## src/inc/fssc_pkg.sv

```systemverilog
// Constants and types for the fieldbus slave status and configuration block.
// Assumes a 100 MHz system clock and a 32-bit register port with byte offsets.
package fssc_pkg;

  // ==========================================================
  // Clock
  localparam int unsigned CLK_PERIOD_NS = 10;

  // ==========================================================
  // Register offsets
  localparam logic [7:0] OFS_STATE     = 8'h00;
  localparam logic [7:0] OFS_FAULT     = 8'h04;
  localparam logic [7:0] OFS_ADDR_MODE = 8'h08;
  localparam logic [7:0] OFS_NODE      = 8'h0c;
  localparam logic [7:0] OFS_WORDS     = 8'h10;
  localparam logic [7:0] OFS_REFRESH   = 8'h14;
  localparam logic [7:0] OFS_IRQ_STAT  = 8'h18;
  localparam logic [7:0] OFS_IRQ_MASK  = 8'h1c;

  // ==========================================================
  // Field positions
  localparam int FLT_CFG   = 0;
  localparam int FLT_SYNC  = 1;
  localparam int FLT_WDT   = 2;
  localparam int FLT_BOOT  = 3;
  localparam int FLT_W     = 4;
  localparam int NODE_VAL  = 8;
  localparam int NODE_USED = 9;
  localparam int NODE_BAD  = 10;
  localparam int IRQ_ADDR  = 0;
  localparam int IRQ_REFR  = 1;
  localparam int IRQ_FAULT = 2;
  localparam int IRQ_W     = 3;

  // ==========================================================
  // Reset values
  localparam logic [FLT_W-1:0] FAULT_RST = 4'h0;
  localparam logic [IRQ_W-1:0] MASK_RST  = 3'h0;
  localparam logic             MODE_RST  = 1'b0;
  localparam logic [7:0]       WORDS_RST = 8'h00;

  // ==========================================================
  // Refresh timing
  localparam int unsigned T_REFR_62_NS  = 62500;
  localparam int unsigned T_REFR_125_NS = 125000;
  localparam int unsigned T_REFR_250_NS = 250000;
  localparam int unsigned T_REFR_500_NS = 500000;
  localparam int unsigned REFR_62_CYC   = T_REFR_62_NS / CLK_PERIOD_NS;
  localparam int unsigned REFR_125_CYC  = T_REFR_125_NS / CLK_PERIOD_NS;
  localparam int unsigned REFR_250_CYC  = T_REFR_250_NS / CLK_PERIOD_NS;
  localparam int unsigned REFR_500_CYC  = T_REFR_500_NS / CLK_PERIOD_NS;
  localparam logic [7:0]  WORDS_62_MAX  = 8'd22;
  localparam logic [7:0]  WORDS_125_MAX = 8'd44;
  localparam logic [7:0]  WORDS_250_MAX = 8'd88;
  localparam logic [7:0]  WORDS_500_MAX = 8'd176;
  localparam logic [1:0]  DIP_AUTO      = 2'h1;

  // ==========================================================
  // Indicator timing
  localparam int unsigned T_FLICK_NS      = 50000000;
  localparam int unsigned FLICK_CYC       = T_FLICK_NS / CLK_PERIOD_NS;
  localparam logic [1:0]  FLICKS_PER_SLOT = 2'h3;
  localparam logic [2:0]  SLOT_LAST       = 3'h5;

  // ==========================================================
  // Types
  typedef enum logic [1:0] {ST_INIT, ST_PREOP, ST_SAFEOP, ST_OP} fssc_state_e;
  typedef enum logic [1:0] {RF_62, RF_125, RF_250, RF_500} fssc_refresh_e;

endpackage : fssc_pkg

```

## src/rtl/fssc_top.sv

```systemverilog
// Status indicators, station switch decode and refresh timing of a fieldbus slave.
// Assumes switches are synchronous to mclk and a register master per the plain port.
module fssc_top #(
  parameter int unsigned FLICK_CYC = fssc_pkg::FLICK_CYC,
  parameter int unsigned R62_CYC   = fssc_pkg::REFR_62_CYC,
  parameter int unsigned R125_CYC  = fssc_pkg::REFR_125_CYC,
  parameter int unsigned R250_CYC  = fssc_pkg::REFR_250_CYC,
  parameter int unsigned R500_CYC  = fssc_pkg::REFR_500_CYC
) (
  // Clock and reset
  input  wire logic        mclk,
  input  wire logic        rst,
  // Register port
  input  wire logic [7:0]  addr,
  input  wire logic [31:0] wdata,
  input  wire logic        wr,
  input  wire logic        rd,
  output logic      [31:0] rdata,
  // Switches
  input  wire logic [3:0]  rot_tens,
  input  wire logic [3:0]  rot_ones,
  input  wire logic [1:0]  dip_refresh,
  // Indicators
  output logic             run_led,
  output logic             err_led,
  // Node address and refresh
  output logic [6:0]       node_addr,
  output logic             node_addr_valid,
  output logic             refresh_tick,
  // Interrupt
  output logic             irq
);

  // ==========================================================
  // Functions
  function automatic logic digit_ok(input logic [3:0] d);
    digit_ok = (d <= 4'h9);
  endfunction : digit_ok

  function automatic logic [6:0] station_value(input logic [3:0] t, input logic [3:0] o);
    logic [7:0] p;
    p = {4'h0, t} * 8'd10 + {4'h0, o};
    station_value = p[6:0];
  endfunction : station_value

  // Exact offset match; a partial decode would alias registers into unmapped space
  function automatic logic reg_hit(input logic [7:0] a, input logic [7:0] ofs);
    reg_hit = (a == ofs);
  endfunction : reg_hit

  // Out-of-range counts fall back to the slowest cycle, which is always safe
  function automatic fssc_pkg::fssc_refresh_e refresh_by_words(input logic [7:0] w);
    if (w == 8'h00 || w > fssc_pkg::WORDS_500_MAX) begin
      refresh_by_words = fssc_pkg::RF_500;
    end else if (w <= fssc_pkg::WORDS_62_MAX) begin
      refresh_by_words = fssc_pkg::RF_62;
    end else if (w <= fssc_pkg::WORDS_125_MAX) begin
      refresh_by_words = fssc_pkg::RF_125;
    end else if (w <= fssc_pkg::WORDS_250_MAX) begin
      refresh_by_words = fssc_pkg::RF_250;
    end else begin
      refresh_by_words = fssc_pkg::RF_500;
    end
  endfunction : refresh_by_words

  // ==========================================================
  // Registers
  // Slave state and faults arrive from the protocol engine as register writes
  fssc_pkg::fssc_state_e            slave_state;
  logic [fssc_pkg::FLT_W-1:0]       fault;
  logic                             fixed_mode;
  logic [7:0]                       words;
  logic [fssc_pkg::IRQ_W-1:0]       irq_stat;
  logic [fssc_pkg::IRQ_W-1:0]       irq_mask;

  // Writes to read-only or unmapped offsets match no decode and change nothing
  wire wr_state = wr && reg_hit(addr, fssc_pkg::OFS_STATE);
  wire wr_fault = wr && reg_hit(addr, fssc_pkg::OFS_FAULT);
  wire wr_mode  = wr && reg_hit(addr, fssc_pkg::OFS_ADDR_MODE);
  wire wr_words = wr && reg_hit(addr, fssc_pkg::OFS_WORDS);
  wire wr_istat = wr && reg_hit(addr, fssc_pkg::OFS_IRQ_STAT);
  wire wr_imask = wr && reg_hit(addr, fssc_pkg::OFS_IRQ_MASK);

  always_ff @(posedge mclk or posedge rst) begin
    if (rst) begin
      slave_state <= fssc_pkg::ST_INIT;
      fault       <= fssc_pkg::FAULT_RST;
      fixed_mode  <= fssc_pkg::MODE_RST;
      words       <= fssc_pkg::WORDS_RST;
      irq_mask    <= fssc_pkg::MASK_RST;
    end else begin
      if (wr_state) begin
        slave_state <= fssc_pkg::fssc_state_e'(wdata[1:0]);
      end
      if (wr_fault) begin
        fault <= wdata[fssc_pkg::FLT_W-1:0];
      end
      if (wr_mode) begin
        fixed_mode <= wdata[0];
      end
      if (wr_words) begin
        words <= wdata[7:0];
      end
      if (wr_imask) begin
        irq_mask <= wdata[fssc_pkg::IRQ_W-1:0];
      end
    end
  end

  // ==========================================================
  // Station switch decode
  wire [6:0] sw_value = station_value(rot_tens, rot_ones);
  wire       sw_valid = digit_ok(rot_tens) && digit_ok(rot_ones)
                        && sw_value != 7'h00;
  wire       addr_use = fixed_mode && sw_valid;
  // Only flagged under fixed addressing; other methods expect the switch at zero
  wire       addr_bad = fixed_mode && !sw_valid;

  always_ff @(posedge mclk or posedge rst) begin
    if (rst) begin
      node_addr       <= 7'h00;
      node_addr_valid <= 1'b0;
    end else begin
      node_addr       <= addr_use ? sw_value : 7'h00;
      node_addr_valid <= addr_use;
    end
  end

  // ==========================================================
  // Refresh cycle
  wire fssc_pkg::fssc_refresh_e refr_sel =
    (dip_refresh == fssc_pkg::DIP_AUTO) ? refresh_by_words(words)
                                        : fssc_pkg::RF_500;

  logic [15:0] refr_period;
  always_comb begin
    case (refr_sel)
      fssc_pkg::RF_62:  refr_period = 16'(R62_CYC);
      fssc_pkg::RF_125: refr_period = 16'(R125_CYC);
      fssc_pkg::RF_250: refr_period = 16'(R250_CYC);
      default:          refr_period = 16'(R500_CYC);
    endcase
  end

  // A shorter period selected mid-count wraps at once through the >= compare
  logic [15:0] refr_cnt;
  wire         refr_end = refr_cnt >= refr_period - 16'h0001;

  always_ff @(posedge mclk or posedge rst) begin
    if (rst) begin
      refr_cnt     <= 16'h0000;
      refresh_tick <= 1'b0;
    end else begin
      refr_cnt     <= refr_end ? 16'h0000 : refr_cnt + 16'h0001;
      refresh_tick <= refr_end;
    end
  end

  // ==========================================================
  // Indicator timebase
  // Free-running so both indicators stay in step with one another
  logic [22:0] flick_cnt;
  logic [1:0]  sub_cnt;
  logic [2:0]  slot;
  logic        flick_ph;

  wire flick_tick = flick_cnt == 23'(FLICK_CYC - 1);
  wire slot_tick  = flick_tick && sub_cnt == fssc_pkg::FLICKS_PER_SLOT;

  always_ff @(posedge mclk or posedge rst) begin
    if (rst) begin
      flick_cnt <= 23'h000000;
      sub_cnt   <= 2'h0;
      slot      <= 3'h0;
      flick_ph  <= 1'b0;
    end else begin
      flick_cnt <= flick_tick ? 23'h000000 : flick_cnt + 23'h000001;
      if (flick_tick) begin
        flick_ph <= !flick_ph;
        sub_cnt  <= sub_cnt + 2'h1;
      end
      if (slot_tick) begin
        slot <= (slot == fssc_pkg::SLOT_LAST) ? 3'h0 : slot + 3'h1;
      end
    end
  end

  // Six slots per frame: blink alternates, flashes are one or two slots on
  wire pat_blink  = !slot[0];
  wire pat_single = slot == 3'h0;
  wire pat_double = slot == 3'h0 || slot == 3'h2;

  // ==========================================================
  // Indicators
  // Configuration error covers a bad switch under fixed addressing as well
  wire cfg_err = fault[fssc_pkg::FLT_CFG] || addr_bad;
  wire any_err = cfg_err || fault[fssc_pkg::FLT_SYNC]
                 || fault[fssc_pkg::FLT_WDT] || fault[fssc_pkg::FLT_BOOT];

  logic next_run_led;
  always_comb begin
    case (slave_state)
      fssc_pkg::ST_INIT:   next_run_led = 1'b0;
      fssc_pkg::ST_PREOP:  next_run_led = pat_blink;
      fssc_pkg::ST_SAFEOP: next_run_led = pat_single;
      fssc_pkg::ST_OP:     next_run_led = 1'b1;
      default:             next_run_led = 1'b0;
    endcase
  end

  // Most severe fault wins when several are present
  wire next_err_led =
    fault[fssc_pkg::FLT_BOOT] ? flick_ph :
    fault[fssc_pkg::FLT_WDT]  ? pat_double :
    fault[fssc_pkg::FLT_SYNC] ? pat_single :
    cfg_err                   ? pat_blink : 1'b0;

  always_ff @(posedge mclk or posedge rst) begin
    if (rst) begin
      run_led <= 1'b0;
      err_led <= 1'b0;
    end else begin
      run_led <= next_run_led;
      err_led <= next_err_led;
    end
  end

  // ==========================================================
  // Interrupts
  // Edge detectors reset to their idle level so no false event follows reset
  logic                  addr_bad_q;
  logic                  any_err_q;
  fssc_pkg::fssc_refresh_e refr_sel_q;

  wire [fssc_pkg::IRQ_W-1:0] irq_ev = {any_err && !any_err_q,
                                       refr_sel != refr_sel_q,
                                       addr_bad && !addr_bad_q};
  wire [fssc_pkg::IRQ_W-1:0] irq_clr = wr_istat ? wdata[fssc_pkg::IRQ_W-1:0] : '0;
  // Set wins over a clear in the same cycle so no event is lost
  wire [fssc_pkg::IRQ_W-1:0] next_irq_stat = (irq_stat & ~irq_clr) | irq_ev;

  always_ff @(posedge mclk or posedge rst) begin
    if (rst) begin
      addr_bad_q <= 1'b0;
      any_err_q  <= 1'b0;
      refr_sel_q <= fssc_pkg::RF_500;
      irq_stat   <= '0;
      irq        <= 1'b0;
    end else begin
      addr_bad_q <= addr_bad;
      any_err_q  <= any_err;
      refr_sel_q <= refr_sel;
      irq_stat   <= next_irq_stat;
      irq        <= |(next_irq_stat & irq_mask);
    end
  end

  // ==========================================================
  // Read port
  // Read data is zero outside the cycle after a read, so a stale word never shows
  logic [31:0] rd_mux;
  always_comb begin
    rd_mux = 32'h00000000;
    case (addr)
      fssc_pkg::OFS_STATE:     rd_mux[1:0] = slave_state;
      fssc_pkg::OFS_FAULT:     rd_mux[fssc_pkg::FLT_W-1:0] = fault;
      fssc_pkg::OFS_ADDR_MODE: rd_mux[0] = fixed_mode;
      fssc_pkg::OFS_NODE: begin
        rd_mux[6:0]                 = sw_value;
        rd_mux[fssc_pkg::NODE_VAL]  = sw_valid;
        rd_mux[fssc_pkg::NODE_USED] = addr_use;
        rd_mux[fssc_pkg::NODE_BAD]  = addr_bad;
      end
      fssc_pkg::OFS_WORDS:     rd_mux[7:0] = words;
      fssc_pkg::OFS_REFRESH:   rd_mux[1:0] = refr_sel;
      fssc_pkg::OFS_IRQ_STAT:  rd_mux[fssc_pkg::IRQ_W-1:0] = irq_stat;
      fssc_pkg::OFS_IRQ_MASK:  rd_mux[fssc_pkg::IRQ_W-1:0] = irq_mask;
      default:                 rd_mux = 32'h00000000;
    endcase
  end

  always_ff @(posedge mclk or posedge rst) begin
    if (rst) begin
      rdata <= 32'h00000000;
    end else begin
      rdata <= rd ? rd_mux : 32'h00000000;
    end
  end

endmodule : fssc_top

```

## config.mk

```make
export PLATFORM = sky130hd
export DESIGN_NAME = fssc_top
export DESIGN_NICKNAME = d
export VERILOG_FILES = /design/src/inc/fssc_pkg.sv /design/src/rtl/fssc_top.sv
export SDC_FILE = /design/constraint.sdc
export NUM_CORES = 1
export LEC_CHECK = 0
export BUFFER_PORTS_ARGS = -buffer_cell sky130_fd_sc_hd__buf_2
export CORE_UTILIZATION = 52
export CTS_BUF_LIST = sky130_fd_sc_hd__clkbuf_4
export CTS_CLUSTER_DIAMETER = 30
export CTS_CLUSTER_SIZE = 16
export DETAILED_ROUTE_END_ITERATION = 12
export PLACE_DENSITY = 0.79
export SLEW_MARGIN = 20
export SYNTH_ARGS = -nofsm -noshare
export SYNTH_HDL_FRONTEND = slang
export SYNTH_SLANG_ARGS = --single-unit
```

## constraint.sdc

```tcl
create_clock -name mclk -period 3.4 [get_ports mclk]
set_input_delay 0 -clock mclk [delete_from_list [all_inputs] [get_ports mclk]]
set_output_delay 0 -clock mclk [all_outputs]
set_load 0.01 [all_outputs]
```

Word level (Yosys, flattened, before mapping)

Index checks and enable logic that the tools add are counted.
Widths: inputs -> output; s select.

Memory bits (writable): 0
Bits in latches: 0
Bits in read-only memories: 0
Logic and storage cells: 112
Bits in registers: 93
Output and inout bits: 44
Bits of input ports: 54
Memories: 0

Shifts and indexed selects: 0
Multiply operators: 1
Reduce and logical (&&, ||, !) cells: 31
Divide/modulo/power cells: 0
Multiplexer cells: 24
Bitwise gates (word level): 4
Magnitude comparators: 7
$add $sub $neg: 6
Equal/unequal tests: 18

Operators by type and width:

| cell                  | count |
|---|---|
| $pmux 16 s3           | 1 |
| $eq 8x5->1 const B    | 4 |
| $add 23x1->23 const B | 1 |
| $eq 23x23->1 const B  | 1 |
| $mux 23               | 1 |
| $add 16x1->16 const B | 1 |
| $eq 8x4->1 const B    | 2 |
| $ge 16x16->1          | 1 |
| $logic_not 8->1       | 2 |
| $mux 16               | 1 |
| $sub 16x1->16 const B | 1 |
| $logic_and 1x1->1     | 13 |
| $mux 11               | 1 |
| $mux 3                | 3 |
| $eq 2x2->1 const B    | 4 |
| $eq 8x3->1 const B    | 1 |
| $gt 8x8->1 const B    | 1 |
| $le 4x4->1 const B    | 2 |
| $le 8x5->1 const B    | 1 |
| $le 8x6->1 const B    | 1 |
| $le 8x7->1 const B    | 1 |
| $mux 2                | 4 |
| $pmux 1 s8            | 1 |
| $add 7x4->7           | 1 |
| 23 further kinds      | 41 |

Depth between registers and ports, before layout

Word-level depth: 14
Gate-level depth with buffers: 15
Gate-level depth less buffers: 13

Least setup slack after synthesis

OpenSTA, ideal clock, no wires.

Path type: reg-to-reg
Start: register words[3]
End: register refr_cnt[10]
Arrival time: 3577 ps
Path buffers: 1
Stages on the path, launching flop included: 14
Required time: 3268 ps
Setup time: 132 ps
Setup slack: -309 ps
Clock period less this slack: 3709 ps
Path through: dfrtp_1 > or4_4 > a31o_4 > a2111oi_4 > inv_1 > ha_1 > o21bai_1 > ha_1 > nand4_1 > nor2_1 > o21ai_0 > o221ai_1 > clkbuf_1 > nor2_1

Longest elaborated chain between the ends: 11
Elaborated cells between the ends (all ways): 18
Those cells by class: add/sub (1); order compare (5); eq/ne (2); mux (7); reduce/logical (3)

RTL lines:

| element                            | RTL line        | RTL |
|---|---|---|
| from (decl)                        | fssc_top.sv:72  | `logic [7:0] words;` |
| from (signal assigned)             | fssc_top.sv:89  | `words <= fssc_pkg::WORDS_RST;` |
| from (signal assigned)             | fssc_top.sv:102 | `words <= wdata[7:0];` |
| $le 8x7->1                         | fssc_top.sv:59  | `end else if (w <= fssc_pkg::WORDS_250_MAX) begin` |
| $mux 1                             | fssc_top.sv:59  |  |
| $mux 2                             | fssc_top.sv:57  | `end else if (w <= fssc_pkg::WORDS_125_MAX) begin` |
| $mux 2                             | fssc_top.sv:55  | `end else if (w <= fssc_pkg::WORDS_62_MAX) begin` |
| $mux 2 *                           | fssc_top.sv:53  | `if (w == 8'h00 \|\| w > fssc_pkg::WORDS_500_MAX) begin` |
| $mux 2 *                           | fssc_top.sv:132 | `(dip_refresh == fssc_pkg::DIP_AUTO) ? refresh_by_words(words)` |
| net refr_sel[0]                    | fssc_top.sv:131 | `wire fssc_pkg::fssc_refresh_e refr_sel =` |
| $eq 2x2->1 (tied with other cells) | fssc_top.sv:137 | `case (refr_sel)` |
| $pmux 16 s3 *                      | fssc_top.sv:137 |  |
| $sub 16x1->16 *                    | fssc_top.sv:147 | `wire refr_end = refr_cnt >= refr_period - 16'h0001;` |
| $ge 16x16->1 *                     | fssc_top.sv:147 |  |
| net refr_end                       | fssc_top.sv:147 |  |
| $mux 16 *                          | fssc_top.sv:154 | `refr_cnt <= refr_end ? 16'h0000 : refr_cnt + 16'h0001;` |
| to (signal assigned)               | fssc_top.sv:154 |  |
| to (decl)                          | fssc_top.sv:146 | `logic [15:0] refr_cnt;` |

Mark *: on every way through the listed nets, which the timed path passes. The rest lies on a longest branch.
A chain may end at the register's enable or synchronous reset.

Final worst setup path

Start: register words[2]
End: register refr_cnt[3]

Longest elaborated chain between the ends: 11
Elaborated cells between the ends (all ways): 18
Those cells by class: add/sub (1); order compare (5); eq/ne (2); mux (7); reduce/logical (3)

RTL lines:

| element                            | RTL line |
|---|---|
| $le 8x7->1                         | fssc_top.sv:59 |
| $mux 1                             | fssc_top.sv:59 |
| $mux 2                             | fssc_top.sv:57 |
| $mux 2                             | fssc_top.sv:55 |
| $mux 2 *                           | fssc_top.sv:53 |
| $mux 2 *                           | fssc_top.sv:132 |
| $eq 2x2->1 (tied with other cells) | fssc_top.sv:137 |
| $pmux 16 s3 *                      | fssc_top.sv:137 |
| $sub 16x1->16 *                    | fssc_top.sv:147 |
| $ge 16x16->1 *                     | fssc_top.sv:147 |
| $mux 16 *                          | fssc_top.sv:154 |

Mark *: on every way between the ends. The rest lies on a longest branch, timed or not.

==> metrics <==
status finished, violations left; failing checks setup timing; Reg2Reg Setup Slack -0.07 ns; YS warnings 0; global-route wire length before repair 18,500 um; CTS Buffer Depth 2; final hold vios 0; crit path DAT 3.86 ns; Reg2Reg Depth 13; Syn Inst Count 483; most frequent cells in the layout dfrtp_1, buf_2, nor2_1, nand2_1, ha_1; Seq cells post-synth 93; Layout area overhead 21.1%; final core occ about two thirds; drt total wl roughly 11,000 um; count of final setup violators 16; WL/cell between 15 and 20 um; Non-Filler Instances 719; DRC Markers 0; MaxCap Viol Count 0; Crit path required time 3.79 ns; fraction of layout cells with a size suffix above 1 24.6%; core area about 0.0094 mm^2; io pins just under 100; # nets final 672; fraction of registers with async set/reset 100%; port bufs 52; fin worst setup slack -0.0674 ns; synth unique cells 63; post-synthesis average cell area around 11 um^2; H-tree depth 3; RSZ-0062 raised after global routing yes; worst vdd ir between 0.15 and 0.2 mV; die area 0.0103 mm^2; Place WS -0.0307 ns; DR iter-0 viols 162; register clock-pin slew on the reported worst setup and hold paths 0.15 ns; P_leak 3.12 nW; fmax between 0.2 and 0.3 GHz; Setup CP Type flip-flop to flip-flop; total gr overflow 0; row count 35; crit share post-route 102%; Total Power about 2.2 mW; Worst-Margin Slew 0.892 ns; Post-Syn Area 0.00513 mm^2; Setup crit end kind flip-flop; EDFF count, synth 0; Final ANT Viol Nets 0; Max transition margin 40.5%; Die Y-Extent 101 um; later-pin clock latency in the skew report 0.46 ns; sequential element share of the synthesized area 45.4%; crit path from words[2]$_DFFE_PP0P_; clock buffer count from CTS 9; GP Congestion 0.883; Initial Util 54.5%; Slew Limit Fails 0; reg2reg end refr_cnt[3]$_DFF_PP0_; Worst Path Max Fanout 7; vias per inst 5.55; Critical Path Source Type flip-flop; Primary FF master, synth dfrtp_1; setup TNS -0.710 ns; GR Util All Layers 23.3%; clock skew 0.0191 ns; PwrDens approximately 350 mW/mm^2; CTS Root Cell clkbuf_4; crit path to refr_cnt[3]$_DFF_PP0_; TritonCTS Sinks 93; initial antenna violation count 1; Final Critical Period 3.47 ns; Vias 3,988; post-DP HPWL 7670 um; CTS tree yes; vias in the first global route 4,053; Placed Cells incl. Taps 672; commonest non-fill, non-tap cell in the layout dfrtp_1; Hold Crit Class input pin to flip-flop; DRT Pass-1 Iters 5; reg-to-reg startpoint words[2]$_DFFE_PP0P_; largest net degree at the start of global routing 54; Die X 101 um
==> what timing repair did <==
action,4_1_cts,5_1_grt
cloned,0,1
pin swaps,0,5
hold buffers,26,0
gates resized for setup,4,29
setup buffers,2,1
setup endpoints to repair,16,17
hold endpoints to repair,83,0
==> layout make-up <==
cell class                 count  area [um^2]
clock inverter                 7         85.1
antenna                        1         2.50
tap                          129          161
sequential                    93         2330
timing repair buffer          97          697
multi-input combinational    363         2790
fill                         713         3200
clock buffer                   9         67.6
inverter                      20         83.8
==> critical path, stage by stage (launching register included) <==
cell and delay (ns):
dfrtp_1 0.40, or4_4 0.57, a31o_4 0.28, a2111oi_4 0.31
buf_6 0.20, buf_4 0.14, ha_4 0.21, ha_1 0.30
a21o_1 0.17, a21o_1 0.19, a21oi_2 0.18, o221ai_4 0.16
clkbuf_16 0.19, nor2_1 0.10
==> per-layer routing <==
layer  up-vias  part of all wire, %  wire (um)  global-route usage (%)
met3        28                  4.7        526                    3.52
li1       1876                    -          -                       -
met2       147                   49       5480                    39.4
met4         0                  2.9        321                    12.3
met1      1937                   43       4870                    28.9
met5         -                    0          0                       0
==> state kept, by name, indices dropped and copies added (netlist names) <==
| signal | flops |
|---|---|
| flick_cnt | 23 |
| refr_cnt | 16 |
| rdata | 11 |
| words | 8 |
| node_addr | 7 |
| fault | 4 |
| irq_mask | 3 |
| irq_stat | 3 |
| slot | 3 |
| refr_sel_q | 2 |
| slave_state | 2 |
| sub_cnt | 2 |
| addr_bad_q | 1 |
| any_err_q | 1 |
| err_led | 1 |
| fixed_mode | 1 |
| flick_ph | 1 |
| irq | 1 |
| node_addr_valid | 1 |
| refresh_tick | 1 |
| run_led | 1 |
==> power breakdown <==
part	switching, mW	leakage (nW)	internal (mW)
Sequential	0.0206	1.25	1.14
Clock	0.415	0.0838	0.242
Combinational	0.206	1.79	0.161
==> stage by stage <==
stage | hold slack [ns] | instance area [um^2]
floorplan | 0.129 | 5240
global placement | 0.200 | 5600
detailed placement | 0.211 | 5600
CTS | 0.0368 | 6040
global route | 0.0663 | 6220
finish | 0.0524 | 6220
==> cells by family (layout without fill, tap and decap cells) <==
kind of cell / after synthesis / in the layout / share of synthesized area (%)
multiplexers: 23 / 23 / 5.02
flip-flops: 93 / 93 / 45.4
AND/OR/NAND/NOR: 172 / 172 / 17.9
other: 2 / 23 / 0.146
XOR/XNOR: 46 / 46 / 7.85
buffers and inverters: 47 / 133 / 5.02
AO/OA/AOI/OAI: 66 / 66 / 10.1
adder cells (fa/ha/maj): 34 / 34 / 8.58
==> worst min path at each step <==
stage                     depth (start not counted)        start                      to  slack [ns]
after floorplan                                   1           rd      rdata[3]$_DFF_PP0_        0.13
after global placement                            2          rst  flick_cnt[3]$_DFF_PP0_        0.20
after detailed placement                          2          rst  flick_cnt[4]$_DFF_PP0_        0.21
after CTS                                         4  rot_ones[2]  node_addr[2]$_DFF_PP0_        0.04
after global routing                              4  rot_ones[2]  node_addr[2]$_DFF_PP0_        0.07
final                                             4  rot_tens[3]  node_addr[6]$_DFF_PP0_        0.05
==> synthesized netlist by cell type (3+ instances only) <==
master	instances	area [um^2]
a21o_1	11	82.6
nand2_1	30	113
nor4_1	4	25.0
clkbuf_1	4	15.0
nor4b_1	4	35.0
nand3_1	18	90.1
o21a_1	3	22.5
dfrtp_1	91	2280
o21ai_0	12	60.1
inv_1	20	75.1
nand2b_1	4	25.0
ha_1	32	400
nor3b_1	4	30.0
a31oi_1	4	25.0
a22oi_1	3	22.5
and3_1	17	106
nor2_1	50	188
nor2b_1	5	31.3
nand4_1	9	56.3
xnor2_1	23	201
a21oi_1	5	25.0
mux2_2	22	248
nor3_1	6	30.0
and2_1	6	37.5
xor2_1	23	201
buf_4	21	158
(Power assumes the default switching activity.)
